--- src/hw/uev_pkg.sv ---
// Package: register map, event bit positions and timing constants of the event status block
package uev_pkg;

  // ****************************************
  // Register byte addresses on the host port
  // ****************************************
  localparam logic [7:0] EVENT_FLAGS_OFF = 8'h18;
  localparam logic [7:0] CHIP_IDENTITY_OFF = 8'h70;
  localparam logic [7:0] RECEIVED_FRAME_NUMBER_OFF = 8'h74;

  // ****************************************
  // Event flag bit positions
  // ****************************************
  localparam int unsigned EP_FIRST_BIT = 12;
  localparam int unsigned EP_COUNT = 7;
  localparam int unsigned EP0_IN_BIT = 11;
  localparam int unsigned EP0_OUT_BIT = 10;
  localparam int unsigned RSVD_BIT = 9;
  localparam int unsigned SETUP_BIT = 8;
  localparam int unsigned VBUS_BIT = 7;
  localparam int unsigned DMA_BIT = 6;
  localparam int unsigned SPEED_BIT = 5;
  localparam int unsigned RESUME_BIT = 4;
  localparam int unsigned SUSPEND_BIT = 3;
  localparam int unsigned PSEUDO_BIT = 2;
  localparam int unsigned SOF_BIT = 1;
  localparam int unsigned BUS_RESET_BIT = 0;
  localparam logic [31:0] EVENT_IMPL_MASK = 32'h03ff_fdff;
  localparam logic [31:0] EVENT_FLAGS_RST = 32'h0000_0000;

  // ****************************************
  // Read-only field layouts and reset values
  // ****************************************
  localparam int unsigned FRAME_INDEX_W = 11;
  localparam int unsigned MICROFRAME_INDEX_W = 3;
  localparam logic [15:0] FRAME_RST = 16'h0000;
  localparam int unsigned DMA_REASON_W = 16;

  // ****************************************
  // Timing
  // ****************************************
  localparam int unsigned CLK_PERIOD_PS = 5000;
  localparam int unsigned PSEUDO_FS_PERIOD_US = 1000;
  localparam int unsigned PSEUDO_HS_PERIOD_US = 125;
  localparam int unsigned SE0_OTG_MS = 2;
  localparam int unsigned PSEUDO_FS_CYC = (PSEUDO_FS_PERIOD_US * 1000000) / CLK_PERIOD_PS;
  localparam int unsigned PSEUDO_HS_CYC = (PSEUDO_HS_PERIOD_US * 1000000) / CLK_PERIOD_PS;
  localparam int unsigned SE0_OTG_CYC = (SE0_OTG_MS * 1000000 + CLK_PERIOD_PS / 1000 - 1) / (CLK_PERIOD_PS / 1000);
  localparam int unsigned TIMER_W = 19;

  // Frame register one-bit byte pointer for 8-bit reads
  typedef enum logic {
    UEV_BYTE_LOW = 1'b0,
    UEV_BYTE_HIGH = 1'b1
  } uev_byte_e;

endpackage

--- src/hw/uev_pseudo_tick.sv ---
// Free-running pseudo frame tick generator, period set by bus speed
`timescale 1ns/1ps
module uev_pseudo_tick #(
  parameter int unsigned FS_CYC = uev_pkg::PSEUDO_FS_CYC,
  parameter int unsigned HS_CYC = uev_pkg::PSEUDO_HS_CYC
) (
  input wire logic clk_sys_i,
  input wire logic sys_rst_i,
  input wire logic high_speed_i,
  output logic tick_o
);

  logic [uev_pkg::TIMER_W-1:0] cnt_q;
  logic [uev_pkg::TIMER_W-1:0] last_d;

  // Not aligned to bus frame starts on purpose; a speed change takes effect at once on the running count
  always_comb begin
    last_d = high_speed_i ? uev_pkg::TIMER_W'(HS_CYC - 1) : uev_pkg::TIMER_W'(FS_CYC - 1);
  end

  always_ff @(posedge clk_sys_i or posedge sys_rst_i) begin
    if (sys_rst_i) begin
      cnt_q <= '0;
    end else if (cnt_q >= last_d) begin
      cnt_q <= '0;
    end else begin
      cnt_q <= cnt_q + 1'b1;
    end
  end

  always_ff @(posedge clk_sys_i or posedge sys_rst_i) begin
    if (sys_rst_i) begin
      tick_o <= 1'b0;
    end else begin
      tick_o <= (cnt_q >= last_d);
    end
  end

endmodule

--- src/hw/uev_event_status.sv ---
// Event flag, identity and frame number registers on the parallel host port
`timescale 1ns/1ps
module uev_event_status #(
  parameter int unsigned PSEUDO_FS_CYC = uev_pkg::PSEUDO_FS_CYC,
  parameter int unsigned PSEUDO_HS_CYC = uev_pkg::PSEUDO_HS_CYC,
  parameter int unsigned SE0_OTG_CYC = uev_pkg::SE0_OTG_CYC,
  parameter logic [15:0] CHIP_IDENTIFIER = 16'h5a5a, // Arbitrary value
  parameter logic [7:0] HW_VERSION = 8'h01 // Arbitrary value
) (
  input wire logic clk_sys_i,
  input wire logic sys_rst_i,
  input wire logic [7:0] hst_addr_i,
  input wire logic [15:0] hst_wdata_i,
  input wire logic hst_wr_i,
  input wire logic hst_rd_i,
  input wire logic hst_bus8_i,
  output logic [15:0] hst_rdata_o,
  output logic hst_rvalid_o,
  input wire logic [31:0] event_enable_i,
  output logic int_o,
  input wire logic [uev_pkg::EP_COUNT-1:0] endpoint_in_buffer_evt_i,
  input wire logic [uev_pkg::EP_COUNT-1:0] endpoint_out_buffer_evt_i,
  input wire logic ep0_in_evt_i,
  input wire logic ep0_out_evt_i,
  input wire logic setup_evt_i,
  input wire logic vbus_pin_i,
  input wire logic [uev_pkg::DMA_REASON_W-1:0] dma_reason_i,
  input wire logic high_speed_i,
  input wire logic suspended_i,
  input wire logic sof_evt_i,
  input wire logic [uev_pkg::FRAME_INDEX_W-1:0] frame_index_i,
  input wire logic [uev_pkg::MICROFRAME_INDEX_W-1:0] microframe_index_i,
  input wire logic bus_reset_i,
  input wire logic otg_en_i,
  input wire logic se0_i,
  output logic [31:0] event_flags_o,
  output logic [15:0] received_frame_number_o
);

  // ****************************************
  // Byte lane helpers
  // ****************************************
  function automatic logic [31:0] uev_lane_put(input logic [1:0] a, input logic [15:0] d, input logic b8);
    logic [31:0] r;
    r = 32'h0000_0000;
    if (b8) begin
      r[a*8 +: 8] = d[7:0];
    end else begin
      r[a[1]*16 +: 16] = d;
    end
    return r;
  endfunction

  function automatic logic [15:0] uev_lane_get(input logic [1:0] a, input logic [31:0] w, input logic b8);
    logic [15:0] r;
    r = 16'h0000;
    if (b8) begin
      r[7:0] = w[a*8 +: 8];
    end else begin
      r = w[a[1]*16 +: 16];
    end
    return r;
  endfunction

  // ****************************************
  // Input conditioning
  // ****************************************
  logic vbus_s1_q;
  logic vbus_s2_q;
  logic vbus_d_q;
  logic hs_d_q;
  logic suspend_flag_d_q;
  logic [uev_pkg::DMA_REASON_W-1:0] dma_d_q;
  logic [uev_pkg::TIMER_W-1:0] se0_cnt_q;
  logic se0_evt_q;
  logic pseudo_tick;

  // Bus power comes straight from a pin
  always_ff @(posedge clk_sys_i or posedge sys_rst_i) begin
    if (sys_rst_i) begin
      vbus_s1_q <= 1'b0;
      vbus_s2_q <= 1'b0;
      vbus_d_q <= 1'b0;
    end else begin
      vbus_s1_q <= vbus_pin_i;
      vbus_s2_q <= vbus_s1_q;
      vbus_d_q <= vbus_s2_q;
    end
  end

  always_ff @(posedge clk_sys_i or posedge sys_rst_i) begin
    if (sys_rst_i) begin
      hs_d_q <= 1'b0;
      suspend_flag_d_q <= 1'b0;
      dma_d_q <= '0;
    end else begin
      hs_d_q <= high_speed_i;
      suspend_flag_d_q <= suspended_i;
      dma_d_q <= dma_reason_i;
    end
  end

  // One event per unbroken SE0 stretch of SE0_OTG_CYC cycles or more; counter saturates so a long SE0 fires once
  always_ff @(posedge clk_sys_i or posedge sys_rst_i) begin
    if (sys_rst_i) begin
      se0_cnt_q <= '0;
      se0_evt_q <= 1'b0;
    end else if (!(se0_i && otg_en_i)) begin
      se0_cnt_q <= '0;
      se0_evt_q <= 1'b0;
    end else if (se0_cnt_q != uev_pkg::TIMER_W'(SE0_OTG_CYC)) begin
      se0_cnt_q <= se0_cnt_q + 1'b1;
      se0_evt_q <= (se0_cnt_q == uev_pkg::TIMER_W'(SE0_OTG_CYC - 1));
    end else begin
      se0_evt_q <= 1'b0;
    end
  end

  uev_pseudo_tick #(
    .FS_CYC(PSEUDO_FS_CYC),
    .HS_CYC(PSEUDO_HS_CYC)
  ) u_pseudo_tick (
    .clk_sys_i(clk_sys_i),
    .sys_rst_i(sys_rst_i),
    .high_speed_i(high_speed_i),
    .tick_o(pseudo_tick)
  );

  // ****************************************
  // Event flags
  // ****************************************
  logic [31:0] set_d;
  logic [31:0] clr_d;
  logic [31:0] flags_d;
  logic [31:0] flags_q;

  genvar g;
  generate
    for (g = 0; g < uev_pkg::EP_COUNT; g++) begin : g_ep
      assign set_d[uev_pkg::EP_FIRST_BIT + 2*g] = endpoint_out_buffer_evt_i[g];
      assign set_d[uev_pkg::EP_FIRST_BIT + 2*g + 1] = endpoint_in_buffer_evt_i[g];
    end
  endgenerate

  assign set_d[31:26] = 6'h00;
  assign set_d[uev_pkg::EP0_IN_BIT] = ep0_in_evt_i;
  assign set_d[uev_pkg::EP0_OUT_BIT] = ep0_out_evt_i;
  assign set_d[uev_pkg::RSVD_BIT] = 1'b0;
  assign set_d[uev_pkg::SETUP_BIT] = setup_evt_i;
  assign set_d[uev_pkg::VBUS_BIT] = vbus_s2_q & ~vbus_d_q;
  assign set_d[uev_pkg::DMA_BIT] = (dma_reason_i != dma_d_q);
  // A speed rise seen while suspended is a suspend artefact, not a new connection
  assign set_d[uev_pkg::SPEED_BIT] = high_speed_i & ~hs_d_q & ~suspended_i;
  assign set_d[uev_pkg::RESUME_BIT] = ~suspended_i & suspend_flag_d_q;
  assign set_d[uev_pkg::SUSPEND_BIT] = suspended_i & ~suspend_flag_d_q;
  assign set_d[uev_pkg::PSEUDO_BIT] = pseudo_tick;
  assign set_d[uev_pkg::SOF_BIT] = sof_evt_i;
  assign set_d[uev_pkg::BUS_RESET_BIT] = otg_en_i ? se0_evt_q : bus_reset_i;

  always_comb begin
    clr_d = 32'h0000_0000;
    if (hst_wr_i && (hst_addr_i[7:2] == uev_pkg::EVENT_FLAGS_OFF[7:2])) begin
      clr_d = uev_lane_put(hst_addr_i[1:0], hst_wdata_i, hst_bus8_i);
    end
    if (bus_reset_i) begin
      // A bus reset clears every flag; only a reset report set in the same cycle gets through
      flags_d = set_d & (32'h0000_0001 << uev_pkg::BUS_RESET_BIT);
    end else begin
      // A new event beats a clear in the same cycle
      flags_d = (flags_q & ~clr_d) | set_d;
    end
    flags_d = flags_d & uev_pkg::EVENT_IMPL_MASK;
  end

  always_ff @(posedge clk_sys_i or posedge sys_rst_i) begin
    if (sys_rst_i) begin
      flags_q <= uev_pkg::EVENT_FLAGS_RST;
    end else begin
      flags_q <= flags_d;
    end
  end

  always_ff @(posedge clk_sys_i or posedge sys_rst_i) begin
    if (sys_rst_i) begin
      int_o <= 1'b0;
      event_flags_o <= uev_pkg::EVENT_FLAGS_RST;
    end else begin
      int_o <= |(flags_q & event_enable_i);
      event_flags_o <= flags_d;
    end
  end

  // ****************************************
  // Frame number
  // ****************************************
  logic [15:0] frame_q;

  always_ff @(posedge clk_sys_i or posedge sys_rst_i) begin
    if (sys_rst_i) begin
      frame_q <= uev_pkg::FRAME_RST;
    end else if (sof_evt_i) begin
      frame_q <= {2'b00, microframe_index_i, frame_index_i};
    end
  end

  assign received_frame_number_o = frame_q;

  // ****************************************
  // Host reads
  // ****************************************
  uev_pkg::uev_byte_e byte_q;
  logic [31:0] chip_word;
  logic frame_rd;

  assign chip_word = {8'h00, CHIP_IDENTIFIER, HW_VERSION};
  assign frame_rd = hst_rd_i && (hst_addr_i[7:2] == uev_pkg::RECEIVED_FRAME_NUMBER_OFF[7:2]);

  // Byte reads of the frame number alternate low then high; a 16-bit read restarts the pair
  always_ff @(posedge clk_sys_i or posedge sys_rst_i) begin
    if (sys_rst_i) begin
      byte_q <= uev_pkg::UEV_BYTE_LOW;
    end else if (frame_rd) begin
      case (byte_q)
        uev_pkg::UEV_BYTE_LOW: begin
          byte_q <= hst_bus8_i ? uev_pkg::UEV_BYTE_HIGH : uev_pkg::UEV_BYTE_LOW;
        end
        uev_pkg::UEV_BYTE_HIGH: begin
          byte_q <= uev_pkg::UEV_BYTE_LOW;
        end
        default: begin
          byte_q <= uev_pkg::UEV_BYTE_LOW;
        end
      endcase
    end
  end

  always_ff @(posedge clk_sys_i or posedge sys_rst_i) begin
    if (sys_rst_i) begin
      hst_rdata_o <= 16'h0000;
      hst_rvalid_o <= 1'b0;
    end else begin
      hst_rvalid_o <= hst_rd_i;
      hst_rdata_o <= 16'h0000;
      if (hst_rd_i) begin
        if (hst_addr_i[7:2] == uev_pkg::EVENT_FLAGS_OFF[7:2]) begin
          hst_rdata_o <= uev_lane_get(hst_addr_i[1:0], flags_q, hst_bus8_i);
        end else if (hst_addr_i[7:2] == uev_pkg::CHIP_IDENTITY_OFF[7:2]) begin
          hst_rdata_o <= uev_lane_get(hst_addr_i[1:0], chip_word, hst_bus8_i);
        end else if (frame_rd) begin
          if (!hst_bus8_i) begin
            hst_rdata_o <= frame_q;
          end else if (byte_q == uev_pkg::UEV_BYTE_LOW) begin
            hst_rdata_o <= {8'h00, frame_q[7:0]};
          end else begin
            hst_rdata_o <= {8'h00, frame_q[15:8]};
          end
        end
      end
    end
  end
endmodule

--- config.mk ---
export PLATFORM = sky130hd
export DESIGN_NAME = uev_event_status
export DESIGN_NICKNAME = d
export VERILOG_FILES = /design/src/hw/uev_pkg.sv /design/src/hw/uev_pseudo_tick.sv /design/src/hw/uev_event_status.sv
export SDC_FILE = /design/constraint.sdc
export NUM_CORES = 1
export LEC_CHECK = 0
export BUFFER_PORTS_ARGS = -buffer_cell sky130_fd_sc_hd__buf_2
export CORE_MARGIN = 2
export CORE_UTILIZATION = 55
export DETAILED_ROUTE_END_ITERATION = 10
export GPL_ROUTABILITY_DRIVEN = 0
export PLACE_DENSITY = 0.85
export RECOVER_POWER = 100
export SYNTH_ARGS = -nofsm -noshare
export SYNTH_HDL_FRONTEND = slang
export SYNTH_SLANG_ARGS = --single-unit
export TNS_END_PERCENT = 5
--- constraint.sdc ---
create_clock -name clk_sys_i -period 7.4 [get_ports clk_sys_i]
set_clock_uncertainty 0.15 [all_clocks]
set_input_delay 1.11 -clock clk_sys_i [delete_from_list [all_inputs] [get_ports clk_sys_i]]
set_output_delay 1.11 -clock clk_sys_i [all_outputs]
set_load 0.03 [all_outputs]
==> results_tabular.tex <==
\begin{tabular}{lr}
\hline
Metric & Value \\
\hline
\multicolumn{2}{l}{\textbf{Run status}} \\
\quad Result of the run & finished with violations \\
\quad Violated checks & capacitance limit, slew limit \\
\multicolumn{2}{l}{\textbf{Power}} \\
\quad Register share of total power & 41.1\% \\
\quad Power density of the placed cells & 236 nW/µm² \\
\quad Clock group share of total power & 48.1\% \\
\quad Sw frac & 26.0\% \\
\quad Power share of the combinational group & 10.8\% \\
\quad Total internal power & 1270 µW \\
\quad Leakage & 0.00335 µW \\
\quad Worst vdd rail ir drop & 0.000114 V \\
\quad Psw & 446 µW \\
\quad PnR Total Power & 1710 µW \\
\multicolumn{2}{l}{\textbf{Synth}} \\
\quad Synthesis Warnings & 0 \\
\quad Most used standard cell by instance count after synthesis & dfrtp\_1 \\
\quad Share of synthesized area spent on multiplexers & 4.92\% \\
\quad Synth top area cells & dfrtp\_1 (50\%), xor2\_1 (5.5\%), nor2\_1 (4.2\%) \\
\quad Area share of the leading cell type in the synthesized netlist & 50.4\% \\
\quad Synth Instances & 576 \\
\quad Most common library cells after synthesis & dfrtp\_1 (119), nor2\_1 (66), nand2\_1 (44), a21oi\_1 (39), xor2\_1 (37) \\
\quad Main combinational cell family by area after synthesis & simple AND/OR/NAND/NOR gates \\
\quad Xor-xnor portion of the synthesized cell area & 7.27\% \\
\quad Share of synthesized flip-flops with an asynchronous set or reset & 100\% \\
\quad Sequential share of the synthesized area & 50.4\% \\
\quad Basic-gate share of the synthesized area counting and, or, nand and nor cells & 18.1\% \\
\quad Unique masters post-synth & 55 \\
\quad Top\_reg\_cell synth & dfrtp\_1 \\
\quad Library cell occupying the most area in the post-synthesis netlist & dfrtp\_1 \\
\quad Average footprint of a synthesized cell & 10.3 µm² \\
\quad Area share of fa/ha/maj cells after synthesis & 3.60\% \\
\quad Number of enable-type register cells in the synthesized netlist & 0 \\
\quad Yosys reg bits & 119 \\
\quad Compound-cell area share of the yosys netlist & 11.5\% \\
\quad Synthesized area & 5900 µm² \\
\multicolumn{2}{l}{\textbf{Floorplan}} \\
\quad Row count & 37 \\
\quad Top-level port count & 181 \\
\quad Area of the core region & 10,400 µm² \\
\quad Initial standard-cell utilization of the core & 56.9\% \\
\quad Die Ht & 108 µm \\
\quad Area enclosed by the die boundary & 11,600 µm² \\
\quad Die X & 108 µm \\
\multicolumn{2}{l}{\textbf{Final layout}} \\
\quad Final-stage net count & 872 \\
\quad Final Instance Area & 7250 µm² \\
\quad Area growth, synth to finish & 22.8\% \\
\quad Layout cell share with drive strength beyond 1 & 18.2\% \\
\multicolumn{2}{l}{\textbf{Clock network}} \\
\quad Number of buffers created by CTS & 17 \\
\quad Clock latency reported for the late side of the worst-skew pair & 0.52 ns \\
\quad Number of clock sinks & 119 \\
\quad CTS Hold Buffers Added & 0 \\
\quad TritonCTS clock tree & built \\
\quad Clock input transition at the sequential cells of the worst setup and hold paths & 0.06 ns \\
\quad Number of instances resized during post-cts repair & 0 \\
\quad Max H-tree Level & 4 \\
\quad Clock root buffer master & clkbuf\_8 \\
\quad Number of buffers on the longest clock path & 2 \\
\quad Postcts setup bufs & 0 \\
\multicolumn{2}{l}{\textbf{Place}} \\
\quad Cell area after placement & 6780 µm² \\
\quad Post-detail-place hpwl & 12,200 µm \\
\quad Buffers on Ports & 164 \\
\multicolumn{2}{l}{\textbf{Timing}} \\
\quad Share of the clock period used by the worst path & 53.2\% \\
\quad Peak clock frequency supported by timing & 0.254 GHz \\
\quad Unrepaired setup endpoints after global routing & false \\
\quad Slew margin rel. & -69.9\% \\
\quad Number of endpoints with negative hold slack in the final report & 0 \\
\quad Minimum clock period after layout & 3.94 ns \\
\quad Summed negative setup slack over all endpoints & 0 ns \\
\quad Final-report setup violation count & 0 \\
\quad Transition time at the pin with the least slew margin & 2.53 ns \\
\quad Final Max Slew Viols & 60 \\
\multicolumn{2}{l}{\textbf{GRT}} \\
\quad Number of antenna violations at the first check in global routing & 3 \\
\quad Largest net degree at the start of global routing & 62 \\
\quad Global-route wire length before repair & 26,300 µm \\
\quad Global route overflow & 0 \\
\quad Gr usage total & 30.0\% \\
\quad Number of global-route vias before repair & 5,204 \\
\multicolumn{2}{l}{\textbf{Worst setup path}} \\
\quad Category of the most critical setup path & in -> reg \\
\quad Launching element type of the critical path & input pin \\
\quad Critical path fanouts, max & 22 \\
\quad Critical path endpoint category & register \\
\quad Required @ worst endpoint & 7.63 ns \\
\quad Arrival @ worst endpoint & 4.17 ns \\
\multicolumn{2}{l}{\textbf{Route}} \\
\quad Average via count per standard cell & 5.99 \\
\quad Routed length per placed instance & 19.3 µm \\
\quad Detail Route Antenna Nets & 0 \\
\quad Starting DRT DRC Count & 476 \\
\quad Via Count & 5,342 \\
\quad DRC viols & 0 \\
\quad DR pass1 iterations & 5 \\
\quad Total Routed Length & 17,200 µm \\
\multicolumn{2}{l}{\textbf{Hold path}} \\
\quad Hold WC Path Type & reg -> reg \\
\multicolumn{2}{l}{\textbf{Run}} \\
\quad Max\_cap viols & 1 \\
\hline
\end{tabular}
==> cells by family after synthesis <==
kind of cell,count (synthesis)
buf+inv,51
xor+xnor,49
other cells,1
fa+ha+maj,17
flops,119
simple gates,207
mux,26
compound gates,106
==> state kept, by name (all words and copies together), names as in the netlist <==
name and count:
dma_d_q 16, u_pseudo_tick.cnt_q 19, hs_d_q 1, se0_evt_q 1, byte_q 1, suspend_flag_d_q 1
vbus_s2_q 1, vbus_s1_q 1, se0_cnt_q 19, u_pseudo_tick.tick_o 1, int_o 1, vbus_d_q 1
event_flags_o 25, received_frame_number_o 14, hst_rvalid_o 1, hst_rdata_o 16
==> metal layers <==
metal	up-vias	routed length [µm]	global-route usage, %
li1	2370	-	-
met1	2592	6250	35.2
met2	327	8670	51.0
met3	53	1720	8.90
met4	0	528	13.4
met5	-	0	0
==> area by class of cell <==
| type | instances | area, µm² |
|---|---|---|
| antenna | 3 | 7.51 |
| clock buffer | 20 | 445 |
| tap | 136 | 170 |
| timing repair buffer | 166 | 732 |
| clock inverter | 12 | 151 |
| fill | 773 | 3120 |
| sequential | 119 | 2980 |
| multi-input combinational | 414 | 2680 |
| inverter | 22 | 83.8 |
==> through the flow <==
stage	worst slack [ns]	util [%]	hold slack [ns]	std cells
4_1_cts	4.41	71.2	0.216	889
3_3_place_gp	3.94	65.4	0.190	857
2_1_floorplan	2.98	-	0.181	584
6_report	3.46	69.9	0.220	892
5_1_grt	3.26	69.9	0.230	890
3_5_place_dp	3.90	65.4	0.186	857
==> power groups by stage <==
stage | clock (µW) | combinational, µW | sequential (µW)
6_report | 823 | 185 | 703
5_1_grt | 856 | 200 | 705
4_1_cts | 829 | 192 | 701
3_5_place_dp | 0 | 190 | 712
3_3_place_gp | 0 | 184 | 711
2_1_floorplan | 0 | 85.2 | 740
==> worst paths after layout <==
check,cells after the start,slack (ns),end,from
worst max register to register,6,4.96,u_pseudo_tick.cnt_q[5],u_pseudo_tick.cnt_q[14]
worst min register to register,0,0.22,vbus_s2_q,vbus_s1_q
min in group asynchronous,2,1.10,se0_cnt_q[3],sys_rst_i
worst min-delay path,0,0.22,vbus_s2_q,vbus_s1_q
max in group asynchronous,3,4.35,event_flags_o[14],sys_rst_i
worst max-delay path,8,3.46,event_flags_o[5],hst_addr_i[1]
==> critical path, stage by stage <==
cell and delay [ns]:
clkbuf_1 0.72, inv_1 0.23, ha_1 0.40, nand4bb_1 0.21, a211oi_1 1.08, nand2_1 0.11
a22oi_1 0.22, nor2_1 0.07
==> placed cells by master (no fill, tap or decap), types with 6 or more instances in the layout <==
| cell | count |
|---|---|
| nand2_1 | 45 |
| nor2_1 | 66 |
| mux2_2 | 14 |
| nor4_1 | 6 |
| a22oi_1 | 16 |
| xor2_1 | 37 |
| a21oi_1 | 39 |
| buf_2 | 84 |
| ha_1 | 17 |
| o21ai_0 | 18 |
| nand3_1 | 25 |
| xnor2_1 | 12 |
| dfrtp_1 | 119 |
| nand4_1 | 18 |
| clkbuf_16 | 16 |
| mux2i_1 | 11 |
| nor3_1 | 11 |
| inv_1 | 21 |
| clkbuf_1 | 82 |
| conb_1 | 9 |
| and3_1 | 10 |
(Power assumes the default switching activity.)
